$ cat src/design/cowr_pkg.sv
package cowr_pkg;
  // Register addresses (5-bit configuration register numbers)
  localparam logic [4:0] ADDR_ID_CHECK = 5'h0c;
  localparam logic [4:0] ADDR_USER_WORD = 5'h0d;
  localparam logic [4:0] ADDR_OPTIONS_ONE = 5'h0e;
  localparam logic [4:0] ADDR_WARM_BOOT = 5'h10;
  localparam logic [4:0] ADDR_WATCHDOG = 5'h11;
  // Frame data input register number, gated by the identification check
  localparam logic [4:0] ADDR_FRAME_DATA = 5'h02;

  // Reset values
  localparam logic [31:0] RST_OPTIONS_ONE = 32'h0000_0000;
  localparam logic [31:0] RST_WARM_BOOT = 32'h0000_0000;
  localparam logic [31:0] RST_WATCHDOG = 32'h0000_0000;
  localparam logic [31:0] RST_USER_WORD = 32'h0000_0000;

  // Options-one fields
  localparam int OPT_KEEP_RELEASE_BIT = 17;
  localparam int OPT_CHECK_ACTION_HI = 16;
  localparam int OPT_CHECK_ACTION_LO = 15;
  localparam int OPT_ERR_PIN_OFF_BIT = 9;
  localparam int OPT_CHECK_ON_BIT = 8;
  localparam int OPT_FIRST_READ_HI = 3;
  localparam int OPT_FIRST_READ_LO = 2;
  localparam int OPT_PAGE_HI = 1;
  localparam int OPT_PAGE_LO = 0;
  localparam logic [31:0] OPT_WRITE_MASK = 32'h0003_830f;

  // Warm-boot fields
  localparam int WB_REV_HI = 31;
  localparam int WB_REV_LO = 30;
  localparam int WB_DRIVE_ON_BIT = 29;
  localparam int WB_ADDR_HI = 28;

  // Watchdog fields
  localparam int WD_USER_ON_BIT = 31;
  localparam int WD_LOAD_ON_BIT = 30;
  localparam int WD_COUNT_HI = 29;

  // Readback check action encodings
  typedef enum logic [1:0] {
    ACT_CONTINUE = 2'b00,
    ACT_HALT = 2'b01,
    ACT_CORRECT_CONTINUE = 2'b10,
    ACT_CORRECT_HALT = 2'b11
  } cowr_action_t;

  // Page length encodings
  localparam logic [1:0] PAGE_ONE = 2'b00;
  localparam logic [1:0] PAGE_FOUR = 2'b01;
  localparam logic [1:0] PAGE_EIGHT = 2'b10;
  localparam logic [1:0] PAGE_RESERVED = 2'b11;
endpackage : cowr_pkg

$ cat src/design/cowr_watchdog.sv
`timescale 1ns/10ps
module cowr_watchdog #(
  parameter int CNT_W = 30
) (
  // Clock and reset
  input wire logic ref_clk_i,
  input wire logic rst_i,
  // Slow tick, already synchronised
  input wire logic tick_i,
  // Control
  input wire logic run_i,
  input wire logic restart_i,
  input wire logic [CNT_W-1:0] limit_i,
  // Expiry pulse
  output logic expire_o
);
  logic [CNT_W-1:0] cnt_d, cnt_q;
  logic expire_d, expire_q;

  always_comb begin
    cnt_d = cnt_q;
    expire_d = 1'b0;
    if (!run_i || restart_i) begin
      cnt_d = '0;
    end else if (tick_i) begin
      if (cnt_q >= limit_i) begin
        expire_d = 1'b1;
        cnt_d = '0;
      end else begin
        cnt_d = cnt_q + 1'b1;
      end
    end
  end

  always_ff @(posedge ref_clk_i) begin
    if (rst_i) begin
      cnt_q <= '0;
      expire_q <= 1'b0;
    end else begin
      cnt_q <= cnt_d;
      expire_q <= expire_d;
    end
  end

  assign expire_o = expire_q;
endmodule : cowr_watchdog

$ cat src/design/cowr_regs.sv
`timescale 1ns/10ps
module cowr_regs #(
  parameter logic [31:0] DEVICE_CODE = 32'h1234_5678, // Arbitrary value
  parameter int ADDR_W = 29,
  parameter int WD_W = 30
) (
  // Clock and reset
  input wire logic ref_clk_i,
  input wire logic rst_i,
  // Configuration register port
  input wire logic reg_wr_i,
  input wire logic reg_rd_i,
  input wire logic [4:0] reg_addr_i,
  input wire logic [31:0] reg_wdata_i,
  output logic [31:0] reg_rdata_o,
  output logic reg_rvalid_o,
  // Frame data gate
  output logic frame_wr_o,
  output logic [31:0] frame_data_o,
  output logic ident_error_o,
  // Fabric user word
  output logic [31:0] fabric_user_word_port_o,
  // Commands and phases
  input wire logic internal_reprogram_cmd_i,
  input wire logic unsync_command_i,
  input wire logic fallback_i,
  input wire logic user_mode_i,
  input wire logic loading_i,
  // Watchdog slow clock (asynchronous)
  input wire logic wd_clk_i,
  // Retained pins
  output logic config_pins_retained_o,
  // Readback check controls
  input wire logic readback_crc_err_i,
  output logic readback_check_on_o,
  output logic readback_halt_o,
  output logic readback_correct_o,
  output logic init_err_o,
  output logic init_err_oe_o,
  // Flash read controls
  output logic [2:0] flash_first_read_delay_o,
  output logic [3:0] flash_page_length_o,
  // Reboot
  output logic reboot_o,
  output logic [ADDR_W-1:0] reboot_addr_o,
  output logic fallback_start_o,
  output logic watchdog_timeout_o,
  // Revision select pins
  output logic [1:0] revision_select_pins_o,
  output logic revision_select_pins_oe_o
);
  logic [31:0] user_d, user_q;
  logic [31:0] opt_d, opt_q;
  logic [31:0] wb_d, wb_q;
  logic [31:0] wd_d, wd_q;
  logic id_ok_d, id_ok_q;
  logic id_err_d, id_err_q;
  logic [31:0] rdata_d, rdata_q;
  logic rvalid_d, rvalid_q;
  logic frame_wr_d, frame_wr_q;
  logic [31:0] frame_data_d, frame_data_q;
  logic retained_d, retained_q;
  logic fallback_drv_d, fallback_drv_q;
  logic [1:0] rev_d, rev_q;
  logic rev_oe_d, rev_oe_q;
  logic reboot_d, reboot_q;
  logic [ADDR_W-1:0] reboot_addr_d, reboot_addr_q;
  logic fb_start_d, fb_start_q;
  logic wd_err_d, wd_err_q;
  logic halt_d, halt_q;
  logic [2:0] wd_sync_d, wd_sync_q;
  logic wd_level_d, wd_level_q;
  logic init_err_d, init_err_q;
  logic wd_tick;
  logic wd_run;
  logic wd_restart;
  logic wd_expire;
  logic wr_id, wr_frame;

  assign wr_id = reg_wr_i && (reg_addr_i == cowr_pkg::ADDR_ID_CHECK);
  assign wr_frame = reg_wr_i && (reg_addr_i == cowr_pkg::ADDR_FRAME_DATA);

  // Slow clock sampled by three flops; edge counts when stages two and three agree
  always_comb begin
    wd_sync_d = {wd_sync_q[1:0], wd_clk_i};
    wd_level_d = wd_level_q;
    if (wd_sync_q[1] == wd_sync_q[2]) begin
      wd_level_d = wd_sync_q[2];
    end
  end

  always_ff @(posedge ref_clk_i) begin
    if (rst_i) begin
      wd_sync_q <= 3'h0;
      wd_level_q <= 1'b0;
    end else begin
      wd_sync_q <= wd_sync_d;
      wd_level_q <= wd_level_d;
    end
  end

  // Tick only on a settled low-to-high change of the slow clock
  assign wd_tick = (wd_sync_q[1] == wd_sync_q[2]) && wd_sync_q[2] && !wd_level_q;

  // Monitor only in enabled phases, never for fallback images
  assign wd_run = !fallback_i && (
    (user_mode_i && wd_q[cowr_pkg::WD_USER_ON_BIT]) ||
    (loading_i && wd_q[cowr_pkg::WD_LOAD_ON_BIT]));
  // Any write to the watchdog register restarts the count
  assign wd_restart = reg_wr_i && (reg_addr_i == cowr_pkg::ADDR_WATCHDOG);

  cowr_watchdog #(
    .CNT_W(WD_W)
  ) u_watchdog (
    .ref_clk_i(ref_clk_i),
    .rst_i(rst_i),
    .tick_i(wd_tick),
    .run_i(wd_run),
    .restart_i(wd_restart),
    .limit_i(wd_q[WD_W-1:0]),
    .expire_o(wd_expire)
  );

  // Register writes
  always_comb begin
    user_d = user_q;
    opt_d = opt_q;
    wb_d = wb_q;
    wd_d = wd_q;
    if (reg_wr_i) begin
      unique case (reg_addr_i)
        cowr_pkg::ADDR_USER_WORD: user_d = reg_wdata_i;
        // Unimplemented option bits stay zero
        cowr_pkg::ADDR_OPTIONS_ONE: opt_d = reg_wdata_i & cowr_pkg::OPT_WRITE_MASK;
        cowr_pkg::ADDR_WARM_BOOT: wb_d = reg_wdata_i;
        cowr_pkg::ADDR_WATCHDOG: wd_d = reg_wdata_i;
        default: ;
      endcase
    end
  end

  always_ff @(posedge ref_clk_i) begin
    if (rst_i) begin
      user_q <= cowr_pkg::RST_USER_WORD;
      opt_q <= cowr_pkg::RST_OPTIONS_ONE;
      wb_q <= cowr_pkg::RST_WARM_BOOT;
      wd_q <= cowr_pkg::RST_WATCHDOG;
    end else begin
      user_q <= user_d;
      opt_q <= opt_d;
      wb_q <= wb_d;
      wd_q <= wd_d;
    end
  end

  // Identification check and frame data gate
  always_comb begin
    id_ok_d = id_ok_q;
    id_err_d = id_err_q;
    frame_wr_d = 1'b0;
    frame_data_d = frame_data_q;
    if (wr_id) begin
      id_ok_d = (reg_wdata_i == DEVICE_CODE);
      // Sticky: a later good code cannot reopen the gate
      id_err_d = id_err_q || (reg_wdata_i != DEVICE_CODE);
    end
    // Frame words pass only after a matching check
    if (wr_frame && id_ok_q && !id_err_q) begin
      frame_wr_d = 1'b1;
      frame_data_d = reg_wdata_i;
    end
  end

  always_ff @(posedge ref_clk_i) begin
    if (rst_i) begin
      id_ok_q <= 1'b0;
      id_err_q <= 1'b0;
      frame_wr_q <= 1'b0;
      frame_data_q <= 32'h0000_0000;
    end else begin
      id_ok_q <= id_ok_d;
      id_err_q <= id_err_d;
      frame_wr_q <= frame_wr_d;
      frame_data_q <= frame_data_d;
    end
  end

  // Read path
  always_comb begin
    rdata_d = rdata_q;
    rvalid_d = reg_rd_i;
    if (reg_rd_i) begin
      unique case (reg_addr_i)
        cowr_pkg::ADDR_ID_CHECK: rdata_d = DEVICE_CODE;
        cowr_pkg::ADDR_USER_WORD: rdata_d = user_q;
        cowr_pkg::ADDR_OPTIONS_ONE: rdata_d = opt_q;
        cowr_pkg::ADDR_WARM_BOOT: rdata_d = wb_q;
        cowr_pkg::ADDR_WATCHDOG: rdata_d = wd_q;
        // Unmapped numbers read as zero
        default: rdata_d = 32'h0000_0000;
      endcase
    end
  end

  always_ff @(posedge ref_clk_i) begin
    if (rst_i) begin
      rdata_q <= 32'h0000_0000;
      rvalid_q <= 1'b0;
    end else begin
      rdata_q <= rdata_d;
      rvalid_q <= rvalid_d;
    end
  end

  // Retained pins and readback error reporting
  always_comb begin
    retained_d = retained_q;
    halt_d = halt_q;
    if (unsync_command_i && opt_q[cowr_pkg::OPT_KEEP_RELEASE_BIT]) begin
      retained_d = 1'b0;
    end
    // Halt flag keeps the error report after the error input drops
    if (readback_crc_err_i && opt_q[cowr_pkg::OPT_CHECK_ON_BIT] && readback_halt_o) begin
      halt_d = 1'b1;
    end
    init_err_d = halt_q || (readback_crc_err_i && opt_q[cowr_pkg::OPT_CHECK_ON_BIT]);
  end

  always_ff @(posedge ref_clk_i) begin
    if (rst_i) begin
      retained_q <= 1'b1;
      halt_q <= 1'b0;
      init_err_q <= 1'b0;
    end else begin
      retained_q <= retained_d;
      halt_q <= halt_d;
      init_err_q <= init_err_d;
    end
  end

  // Reboot, revision select and watchdog events
  always_comb begin
    fallback_drv_d = fallback_drv_q;
    reboot_d = 1'b0;
    reboot_addr_d = reboot_addr_q;
    fb_start_d = 1'b0;
    wd_err_d = wd_err_q;
    rev_d = rev_q;
    rev_oe_d = rev_oe_q;
    if (internal_reprogram_cmd_i) begin
      reboot_d = 1'b1;
      reboot_addr_d = wb_q[cowr_pkg::WB_ADDR_HI:0];
      rev_d = wb_q[cowr_pkg::WB_REV_HI:cowr_pkg::WB_REV_LO];
      rev_oe_d = wb_q[cowr_pkg::WB_DRIVE_ON_BIT];
      fallback_drv_d = 1'b0;
    end
    // Expiry comes last so it wins over a reprogram in the same cycle
    if (wd_expire) begin
      wd_err_d = 1'b1;
      fb_start_d = 1'b1;
      reboot_d = 1'b1;
      reboot_addr_d = '0;
      fallback_drv_d = 1'b1;
    end
    if (fallback_drv_d) begin
      rev_d = 2'b00;
      rev_oe_d = 1'b1;
    end
  end

  always_ff @(posedge ref_clk_i) begin
    if (rst_i) begin
      fallback_drv_q <= 1'b0;
      rev_q <= 2'b00;
      rev_oe_q <= 1'b0;
      reboot_q <= 1'b0;
      reboot_addr_q <= '0;
      fb_start_q <= 1'b0;
      wd_err_q <= 1'b0;
    end else begin
      fallback_drv_q <= fallback_drv_d;
      rev_q <= rev_d;
      rev_oe_q <= rev_oe_d;
      reboot_q <= reboot_d;
      reboot_addr_q <= reboot_addr_d;
      fb_start_q <= fb_start_d;
      wd_err_q <= wd_err_d;
    end
  end

  // Option decodes
  logic [1:0] action;
  logic [1:0] page;
  assign action = opt_q[cowr_pkg::OPT_CHECK_ACTION_HI:cowr_pkg::OPT_CHECK_ACTION_LO];
  assign page = opt_q[cowr_pkg::OPT_PAGE_HI:cowr_pkg::OPT_PAGE_LO];

  assign readback_check_on_o = opt_q[cowr_pkg::OPT_CHECK_ON_BIT];
  assign readback_halt_o = (action == cowr_pkg::ACT_HALT) || (action == cowr_pkg::ACT_CORRECT_HALT);
  assign readback_correct_o = action[1];
  assign init_err_o = init_err_q;
  assign init_err_oe_o = !opt_q[cowr_pkg::OPT_ERR_PIN_OFF_BIT];
  assign flash_first_read_delay_o = {1'b0, opt_q[cowr_pkg::OPT_FIRST_READ_HI:cowr_pkg::OPT_FIRST_READ_LO]}
    + 3'h1;
  // Reserved page code falls back to single reads
  assign flash_page_length_o = (page == cowr_pkg::PAGE_FOUR) ? 4'h4 :
    (page == cowr_pkg::PAGE_EIGHT) ? 4'h8 : 4'h1;

  assign reg_rdata_o = rdata_q;
  assign reg_rvalid_o = rvalid_q;
  assign frame_wr_o = frame_wr_q;
  assign frame_data_o = frame_data_q;
  assign ident_error_o = id_err_q;
  assign fabric_user_word_port_o = user_q;
  assign config_pins_retained_o = retained_q;
  assign reboot_o = reboot_q;
  assign reboot_addr_o = reboot_addr_q;
  assign fallback_start_o = fb_start_q;
  assign watchdog_timeout_o = wd_err_q;
  assign revision_select_pins_o = rev_q;
  assign revision_select_pins_oe_o = rev_oe_q;
endmodule : cowr_regs

$ cat config.mk
export PLATFORM = sky130hd
export DESIGN_NAME = cowr_regs
export DESIGN_NICKNAME = d
export VERILOG_FILES = /design/src/design/cowr_pkg.sv /design/src/design/cowr_watchdog.sv /design/src/design/cowr_regs.sv
export SDC_FILE = /design/constraint.sdc
export NUM_CORES = 1
export LEC_CHECK = 0
export ABC_AREA = 1
export ABC_CLOCK_PERIOD_IN_PS = 2500
export BUFFER_PORTS_ARGS = -buffer_cell sky130_fd_sc_hd__buf_2
export CAP_MARGIN = 40
export CORE_MARGIN = 4
export CORE_UTILIZATION = 45
export DETAILED_ROUTE_END_ITERATION = 10
export GPL_ROUTABILITY_DRIVEN = 0
export PLACE_DENSITY = 0.67
export REMOVE_ABC_BUFFERS = 1
export SLEW_MARGIN = 20
export SYNTH_ARGS = -nofsm -noshare
export SYNTH_HDL_FRONTEND = slang
export SYNTH_SLANG_ARGS = --single-unit
$ cat constraint.sdc
create_clock -name ref_clk_i -period 2.5 [get_ports ref_clk_i]
set_input_delay 0.375 -clock ref_clk_i [delete_from_list [all_inputs] [get_ports ref_clk_i]]
set_output_delay 0.375 -clock ref_clk_i [all_outputs]
set_load 0.05 [all_outputs]
# Word level (Yosys, flattened, before mapping)
# Index checks and enable logic that the tools add are counted.
[classes] n_addsub=2 order_cmp=1 eq_ne=13 muxes=13 bitwise_logic=1 reduce_logical=32
[op_table] op="$pmux 32 s5" count=1
[op_table] op="$eq 32x29->1 const B" count=1
[op_table] op="$ne 32x29->1 const B" count=1
[op_table] op="$add 30x1->30 const B" count=1
[op_table] op="$ge 30x30->1" count=1
[op_table] op="$mux 30" count=1
[op_table] op="$eq 5x4->1 const B" count=3
[op_table] op="$logic_and 1x1->1" count=13
[op_table] op="$eq 5x5->1 const B" count=2
[op_table] op="$mux 1" count=9
[op_table] op="$mux 4" count=2
[op_table] op="$reduce_and 2->1" count=4
[op_table] op="$reduce_or 2->1" count=3
[op_table] op="$eq 5x2->1 const B" count=1
[op_table] op="$logic_not 1->1" count=5
[op_table] op="$logic_or 1x1->1" count=5
[op_table] op="$eq 2x1->1 const B" count=2
[op_table] op="$eq 2x2->1 const B" count=2
[op_table] op="$add 2x1->3 const B" count=1
[op_table] op="$reduce_or 3->1" count=1
[op_table] op="$reduce_bool 2->1" count=1
[op_table] op="$eq 1x1->1" count=1
[op_table] op="$not 1->1" count=1
[totals] reg_bits=247 out_inout_bits=147

# Depth between registers and ports, before layout
# Gate-level depths: netlist of run 1.
[logic_depth] word_depth=6 mapped_depth=15 mapped_depth_nobuf=13

# By module
# A second synthesis of run 1 with hierarchy kept.
[unflattened] hier_cells=1517 area_unflattened_um2=11040.6
[modules_own_cells] module="cowr_regs" instances=1 cells_per_inst=1163 area_each_um2=8587.0
[modules_own_cells] module="cowr_watchdog" instances=1 cells_per_inst=354 area_each_um2=2453.6

# Worst setup path before layout of run 1
# Ideal clock, no wire load.
[synth_path] kind="register to register" startpoint="reg wd_q[29]" endpoint="reg u_watchdog.cnt_q[18]" t_arrival_ns=1.607 required_time_ns=2.383 path_slack_ns=0.776 path_stages_with_launch=16 synth_period_minus_slack_ns=1.724 path_cell_list="dfxtp_1 -> inv_1 -> ha_1 -> nand2_1 -> nor2_1 -> nand2_1 -> nor2_1 -> nand2_1 -> nand3_1 -> nor2_1 -> nand2_1 -> nand2_1 -> nand2_1 -> buf_4 -> buf_6 -> nor2_1"
[synth_between] elab_chain_len=2
[synth_lines] element="from (decl)" line="cowr_regs.sv:55" rtl="logic [31:0] wd_d, wd_q;"
[synth_lines] element="from (signal assigned)" line="cowr_regs.sv:147" rtl="wd_q <= cowr_pkg::RST_WATCHDOG;"
[synth_lines] element="from (signal assigned)" line="cowr_regs.sv:152" rtl="wd_q <= wd_d;"
[synth_lines] element="$ge 30x30->1" line="cowr_watchdog.sv:26" rtl="if (cnt_q >= limit_i) begin"
[synth_lines] element="$mux 30" line="cowr_watchdog.sv:26"
[synth_lines] element="to (signal assigned)" line="cowr_watchdog.sv:40" rtl="cnt_q <= cnt_d;"
[synth_lines] element="to (decl)" line="cowr_watchdog.sv:17" rtl="logic [CNT_W-1:0] cnt_d, cnt_q;"
# Every way passes these cells.
# A chain may end at the register's enable or synchronous reset.

# Final worst setup path of run 1
[layout_path] startpoint="reg wd_q[9]" endpoint="reg u_watchdog.cnt_q[1]"
# The elaborated chain is that of the path after synthesis.

==> results of run 1 <==
==> critical path: cells and delay by family (launching register included) <==
kind / cells / cell delay [ps]
fa+ha+maj: 1 / 310
flops: 1 / 350
buf+inv: 2 / 370
simple gates: 11 / 940
==> metrics by stage <==
stage	util	area (um^2)	hold WS, ps
2_1_floorplan	-	10100	388
3_3_place_gp	0.513	11600	393
3_5_place_dp	0.513	11600	394
4_1_cts	0.556	12600	28.8
5_1_grt	0.556	12600	39.7
6_report	0.556	12600	40.9
==> flip-flops by register name, indices dropped and copies added (netlist names), 2 cells and up <==
name / count
revision_select_pins_o: 2
fabric_user_word_port_o: 32
wd_q: 32
wd_sync_q: 3
wb_q: 32
reg_rdata_o: 32
opt_q: 9
u_watchdog.cnt_q: 30
frame_data_o: 32
reboot_addr_o: 29
==> cells in the final DEF (no fill, tap or decap), types with 2 or more instances in the layout <==
| master | instances |
|---|---|
| o221ai_1 | 20 |
| clkinv_2 | 2 |
| nor2_2 | 3 |
| clkinv_1 | 3 |
| ha_1 | 35 |
| a21o_1 | 2 |
| inv_1 | 134 |
| or2_2 | 2 |
| bufinv_16 | 4 |
| clkbuf_16 | 27 |
| nand4_1 | 10 |
| o21a_1 | 2 |
| o21ai_0 | 159 |
| nor2_1 | 151 |
| nor4_1 | 4 |
| o21bai_1 | 4 |
| nand2_2 | 3 |
| a21oi_1 | 198 |
| nor3_1 | 11 |
| xor2_1 | 11 |
| a41oi_1 | 2 |
| clkbuf_1 | 4 |
| clkinvlp_4 | 3 |
| nor2_4 | 2 |
| buf_12 | 5 |
| inv_6 | 2 |
| buf_2 | 193 |
| nand3_1 | 21 |
| inv_2 | 4 |
| o22ai_1 | 11 |
| dfxtp_1 | 247 |
| buf_4 | 17 |
| xnor2_1 | 6 |
| clkbuf_8 | 8 |
| nand2_1 | 240 |
| nand3_2 | 4 |
==> where the power goes <==
group / internal, mW / switching [mW]
combinational: 0.121 / 0.360
clock: 2.64 / 1.64
sequential: 3.97 / 0.0196
total: 6.73 / 2.02
==> area by class of cell <==
type / instances / area share
Sequential cell: 247 / 0.393
Inverter: 141 / 0.0420
Timing Repair Buffer: 215 / 0.0948
Clock inverter: 11 / 0.0135
Multi-Input combinational cell: 908 / 0.365
Tap cell: 285 / 0.0283
Antenna cell: 1 / 0.000199
Clock buffer: 39 / 0.0636
==> final timing paths <==
kind	from	to	slack (ps)	depth (start not counted)
worst max register to register	wd_q[9]	u_watchdog.cnt_q[1]	390	14
worst min register to register	wd_sync_q[0]	wd_sync_q[1]	400	2
worst max-delay path	wd_q[9]	u_watchdog.cnt_q[1]	390	14
worst min-delay path	wd_clk_i	wd_sync_q[0]	40	3
==> cell families (layout without fill, tap and decap cells) <==
| logic type | Yosys count | in the layout | synth area share |
|---|---|---|---|
| adders and majority gates | 35 | 35 | 0.0422 |
| buffers and inverters | 214 | 406 | 0.0809 |
| muxes | 1 | 1 | 0.000965 |
| AOI/OAI and AO/OA | 399 | 399 | 0.204 |
| other | 1 | 2 | 0.000361 |
| xor gates and xnor gates | 17 | 17 | 0.0143 |
| DFF | 247 | 247 | 0.476 |
| and+or+nand+nor | 455 | 455 | 0.181 |
==> per-layer routing <==
metal / vias up / global-route usage / routed length (um)
li1: 4859 / - / -
met1: 4541 / 0.321 / 14400
met2: 376 / 0.405 / 14700
met3: 79 / 0.0413 / 2190
met4: 0 / 0.0810 / 1100
met5: - / 0 / 0
==> results.json, run 1 <==
{
  "clock_sinks": 247,
  "die_y_um": 160,
  "grt.total_usage": 0.242,
  "yosysWarningCount": 0,
  "rsz0062_at_grt": "no",
  "drc": 0,
  "fin_crit_sh": 0.842,
  "first_iter_violations": 623,
  "grt_pass1_vias": 9564,
  "fin_cells": 1847,
  "grt_pass1_wl_mm": 50.8,
  "yosys-top-cells-count": "dfxtp_1 (247), nand2_1 (241), a21oi_1 (198), o21ai_0 (159), nor2_1 (151)",
  "async_flop_share": 0,
  "htreeDepth": 1,
  "regArea_um2": 4940,
  "start_util": 0.458,
  "synth_area_leaders": "dfxtp_1 (48%), a21oi_1 (9.5%), nand2_1 (8.7%)",
  "worst_slew_pin_slew_ps": 675,
  "start_kind": "flip-flop",
  "cts-resized-gates": 0,
  "yosys.area.top_type": "dfxtp_1",
  "numCtsBuffers": 27,
  "grt_max_degree": 87,
  "crit_chain": "inv_1 -> ha_1 -> nand2_1 -> nor2_1 -> nand2_1 -> nor2_1 -> nand2_1 -> nand3_1 -> nor2_1 -> nand2_1 -> nand2_1 -> nand2_1 -> buf_4 -> nor2_1",
  "fin_setup_tns_ps": 0,
  "drt_pass1_iterations": 5,
  "multiInputGateArea_um2": 4600,
  "final.setup_skew_ps": 13.7,
  "slew_headroom": 0.550,
  "insertion_delay_ps": 540,
  "cp_slowest_cell": "dfxtp_1",
  "finalSetupViolations": 0,
  "drive_above_1_share": 0.181,
  "status": "finished clean",
  "cts_tree": "done",
  "hpwlAfterDp_mm": 22.1,
  "max_freq_ghz": 0.475,
  "crit_type": "reg2reg",
  "die_x_um": 160,
  "clockBufferDepth": 3,
  "yosys_most_used_dff": "dfxtp_1",
  "antenna_found_initial": 1,
  "p_total_mw": 8.75,
  "io_buffers": 193,
  "drv_cap": 0,
  "synth-seq-area-share": 0.476,
  "finalHoldViolations": 0,
  "area_growth_pct": 21.4,
  "holdCritPathClass": "in2reg",
  "end_kind": "flip-flop",
  "post_cts_buffers": 0,
  "syn_inst": 1369,
  "ant_nets": 0,
  "p_per_area_nw_per_um2": 695,
  "netlist.area_leader.share": 0.476,
  "nNetsFinal": 1623,
  "vias_per_cell": 5.34,
  "pre_cts_slack_ps": 426,
  "num_vias": 9855,
  "slew_violations": 0,
  "nFillCells": 2193,
  "pin_count": 195,
  "dpl.cell_count": 1796,
  "peakVddDrop_uv": 446,
  "netlist_area_um2": 10400,
  "holdBufCountCts": 0,
  "wl_per_cell_um": 17.5,
  "synth-edff-count": 0,
  "core_um2": 22600,
  "die_area_um2": 25600,
  "core.rowCount": 55,
  "max_stage_delay_ps": 350,
  "avgSynthCellArea_um2": 7.58,
  "cp_max_fo": 29,
  "wirelength_mm": 32.3,
  "cp.arrival_ps": 2510,
  "required_ps": 2910,
  "cts_root_buf": "clkbuf_16",
  "leakagePower_nw": 5.29,
  "yosysUniqueCellTypes": 38,
  "synth-seq-cells": 247,
  "yosysMostFrequentCell": "dfxtp_1",
  "setup_slack_ps": 395,
  "clk_pin_slew_ps": 60,
  "crit_path_frequent_cell": "nand2_1",
  "gr-total-overflow": 0,
  "min_period_ps": 2110
}
Note: power is estimated with default switching activity, not from simulation.
==> inputs of run 2 (changes only) <==
--- a/config.mk
+++ b/config.mk
@@ -5,8 +5,8 @@
 export SDC_FILE = /design/constraint.sdc
 export NUM_CORES = 1
 export LEC_CHECK = 0
-export ABC_AREA = 1
-export ABC_CLOCK_PERIOD_IN_PS = 2500
+export ABC_AREA = 0
+export ABC_CLOCK_PERIOD_IN_PS = 2100
 export BUFFER_PORTS_ARGS = -buffer_cell sky130_fd_sc_hd__buf_2
 export CAP_MARGIN = 40
 export CORE_MARGIN = 4
==> constraint.sdc (replaced) <==
create_clock -name ref_clk_i -period 2.1 [get_ports ref_clk_i]
set_input_delay 0.315 -clock ref_clk_i [delete_from_list [all_inputs] [get_ports ref_clk_i]]
set_output_delay 0.315 -clock ref_clk_i [all_outputs]
set_load 0.05 [all_outputs]
==> run 2 against run 1 <==
The run now ends with setup timing left; area after synthesis up 1.9%; routed wire length up 0.32%; first-iteration DRC count up 31%; maximum frequency down 5.8%; final area up 7.2%; core utilization up 3.5 points; non-clock buffer count up 68; sequential power up 19%; clock-buffer cell count down 3; die area up 1.8%; highest routed layer is now met5.
==> results.json, run 2 <==
{
  "status": "complete, but fails checks",
  "violations": "setup timing",
  "nFillCells": 2056,
  "drt_pass1_iterations": 5,
  "cts_root_buf": "clkbuf_16",
  "nNetsFinal": 1556,
  "max_freq_ghz": 0.447,
  "min_period_ps": 2230,
  "start_util": 0.463,
  "num_vias": 9691,
  "regArea_um2": 4960,
  "clock_sinks": 247,
  "final_cell_mix": "nand2_1 (251), dfxtp_1 (234), buf_2 (192), nor2_1 (142), a21oi_1 (132)",
  "hpwlAfterDp_mm": 22.6,
  "die_y_um": 161,
  "holdCritPathClass": "in2reg",
  "drive_above_1_share": 0.256,
  "yosys.area.top_type": "dfxtp_1",
  "p_total_mw": 10.1,
  "pwr-share-seq": 0.466,
  "insertion_delay_ps": 530,
  "area_growth_pct": 27.7,
  "finalHoldViolations": 0,
  "htreeDepth": 1,
  "finalSetupViolations": 28,
  "start_kind": "flip-flop",
  "yosysMostFrequentCell": "nand2_1",
  "first_iter_violations": 815,
  "synth-seq-area-share": 0.468,
  "yosys-top-cells-count": "nand2_1 (252), dfxtp_1 (247), nor2_1 (147), a21oi_1 (133), mux2i_1 (65)",
  "ant_nets": 0,
  "worst-path-buf-inv": 3,
  "gr-total-overflow": 0,
  "final_common_cell": "nand2_1",
  "core_um2": 22800,
  "vias_per_cell": 5.37,
  "final.setup_skew_ps": 7.15,
  "r2r-start": "wd_q[15]",
  "wirelength_mm": 32.4,
  "cp_max_fo": 7,
  "worst_slew_pin_slew_ps": 798,
  "die_x_um": 161,
  "critPathTopFamily": "simple AND/OR/NAND/NOR gates",
  "crit_start": "wd_q[15]",
  "grt_max_degree": 102,
  "grt.total_usage": 0.240,
  "wl_per_cell_um": 18.0,
  "wl_met1_mm": 14.1,
  "fin_setup_tns_ps": -2370,
  "multiInputGateArea_um2": 5320,
  "yosysWarningCount": 0,
  "grt_pass1_vias": 9373,
  "dpl.cell_count": 1753,
  "async_flop_share": 0,
  "internal_power_mw": 7.87,
  "highest_layer": "met5",
  "slew_violations": 0,
  "synth-edff-count": 0,
  "max_stage_delay_ps": 590,
  "cp_slowest_cell": "or4_4",
  "numCtsBuffers": 26,
  "combPwrFrac": 0.050,
  "slew_headroom": 0.468,
  "setup_slack_ps": -135,
  "swShare": 0.223,
  "clk_pin_slew_ps": 60,
  "grt_pass1_wl_mm": 51.2,
  "pwr-share-clk": 0.484,
  "netlist.area_leader.share": 0.468,
  "antenna_found_initial": 2,
  "yosysUniqueCellTypes": 57,
  "die_area_um2": 26000,
  "fin_crit_sh": 1.06,
  "crit_path_frequent_cell": "nor2_1",
  "drv_cap": 0,
  "wl_met3_mm": 2.65,
  "crit_type": "reg2reg",
  "drc": 0,
  "route.met2.wl_mm": 15.0,
  "holdWs_ps": 66.8,
  "antenna_cells": 0,
  "core.rowCount": 55,
  "rsz0062_at_grt": "yes",
  "syn_inst": 1245,
  "leakagePower_nw": 5.85,
  "peakVddDrop_uv": 617,
  "io_buffers": 193,
  "cts_tree": "done",
  "fin_cells": 1804,
  "p_per_area_nw_per_um2": 750,
  "end_kind": "flip-flop",
  "cp.arrival_ps": 2660,
  "pin_count": 195,
  "switchingPower_mw": 2.26,
  "crit_chain": "inv_1 -> ha_1 -> nand4_1 -> or4_4 -> nor2_1 -> o2bb2ai_1 -> o21a_2 -> buf_6 -> clkbuf_16 -> nor2_1",
  "synth_area_leaders": "dfxtp_1 (47%), nand2_1 (8.9%), a21oi_1 (6.3%)",
  "hold_start": "unsync_command_i",
  "netlist_area_um2": 10600,
  "required_ps": 2520,
  "synth-seq-cells": 247,
  "clockBufferDepth": 3,
  "yosys_most_used_dff": "dfxtp_1",
  "avgSynthCellArea_um2": 8.50
}
## run 2: final cells by class
class,count,share of cell area
Tap cell,313,0.0290
Timing Repair Buffer,283,0.131
Sequential cell,247,0.367
Clock inverter,10,0.0116
Multi-Input combinational cell,875,0.394
Clock buffer,36,0.0563
Inverter,40,0.0111
## run 2: logic make-up after synthesis
kind of cell             synth area share
AND/OR/NAND/NOR                     0.210
flip-flops                          0.468
AO/OA/AOI/OAI                       0.142
buffers and inverters              0.0476
multiplexers                       0.0690
adder cells (fa/ha/maj)            0.0414
XOR/XNOR                           0.0224
other                            0.000355
## run 2: power by group through the flow
stage / logic (mW) / registers (mW) / clock network (mW)
floorplan: 0.139 / 4.87 / 0
global placement: 0.484 / 4.83 / 0
detailed placement: 0.486 / 4.83 / 0
CTS: 0.497 / 4.73 / 4.96
global route: 0.537 / 4.73 / 5.20
finish: 0.505 / 4.73 / 4.90
## run 2: metal layers
metal	up-vias	track usage
met4	4	0.0481
met3	45	0.0526
met5	-	0
li1	4704	-
met1	4590	0.325
met2	348	0.399
## run 2: path summary, 6_finish.rpt
path	endpoint	slack [ps]	cells past startpoint
setup / recovery	u_watchdog.cnt_q[20]	-130	10
hold / removal	config_pins_retained_o	70	3
setup reg to reg	u_watchdog.cnt_q[20]	-130	10
hold reg to reg	frame_data_o[28]	450	2
## run 2: metrics by stage
step | instance area (um^2) | setup WS [ps] | utilization
2_1_floorplan | 10200 | -1370 | -
3_3_place_gp | 12300 | -99.1 | 0.539
3_5_place_dp | 12300 | -123 | 0.539
4_1_cts | 13400 | -97.1 | 0.586
5_1_grt | 13500 | -233 | 0.591
6_report | 13500 | -135 | 0.591
## run 2: what timing repair did
| action | in CTS | in global routing |
|---|---|---|
| hold buffers | 1 | 0 |
| gates cloned | 1 | 1 |
| pin swaps | 7 | 13 |
| setup endpoints to repair | 31 | 31 |
| buffers inserted | 2 | 1 |
| resized for setup | 25 | 19 |
| hold endpoints to repair | 1 | 0 |
## run 2: worst reg2reg max path, cell delays in order (launching register included)
cell,delay [ps]
dfxtp_1,320
inv_1,40
ha_1,290
nand4_1,140
or4_4,590
nor2_1,120
o2bb2ai_1,140
o21a_2,170
buf_6,120
clkbuf_16,150
nor2_1,50
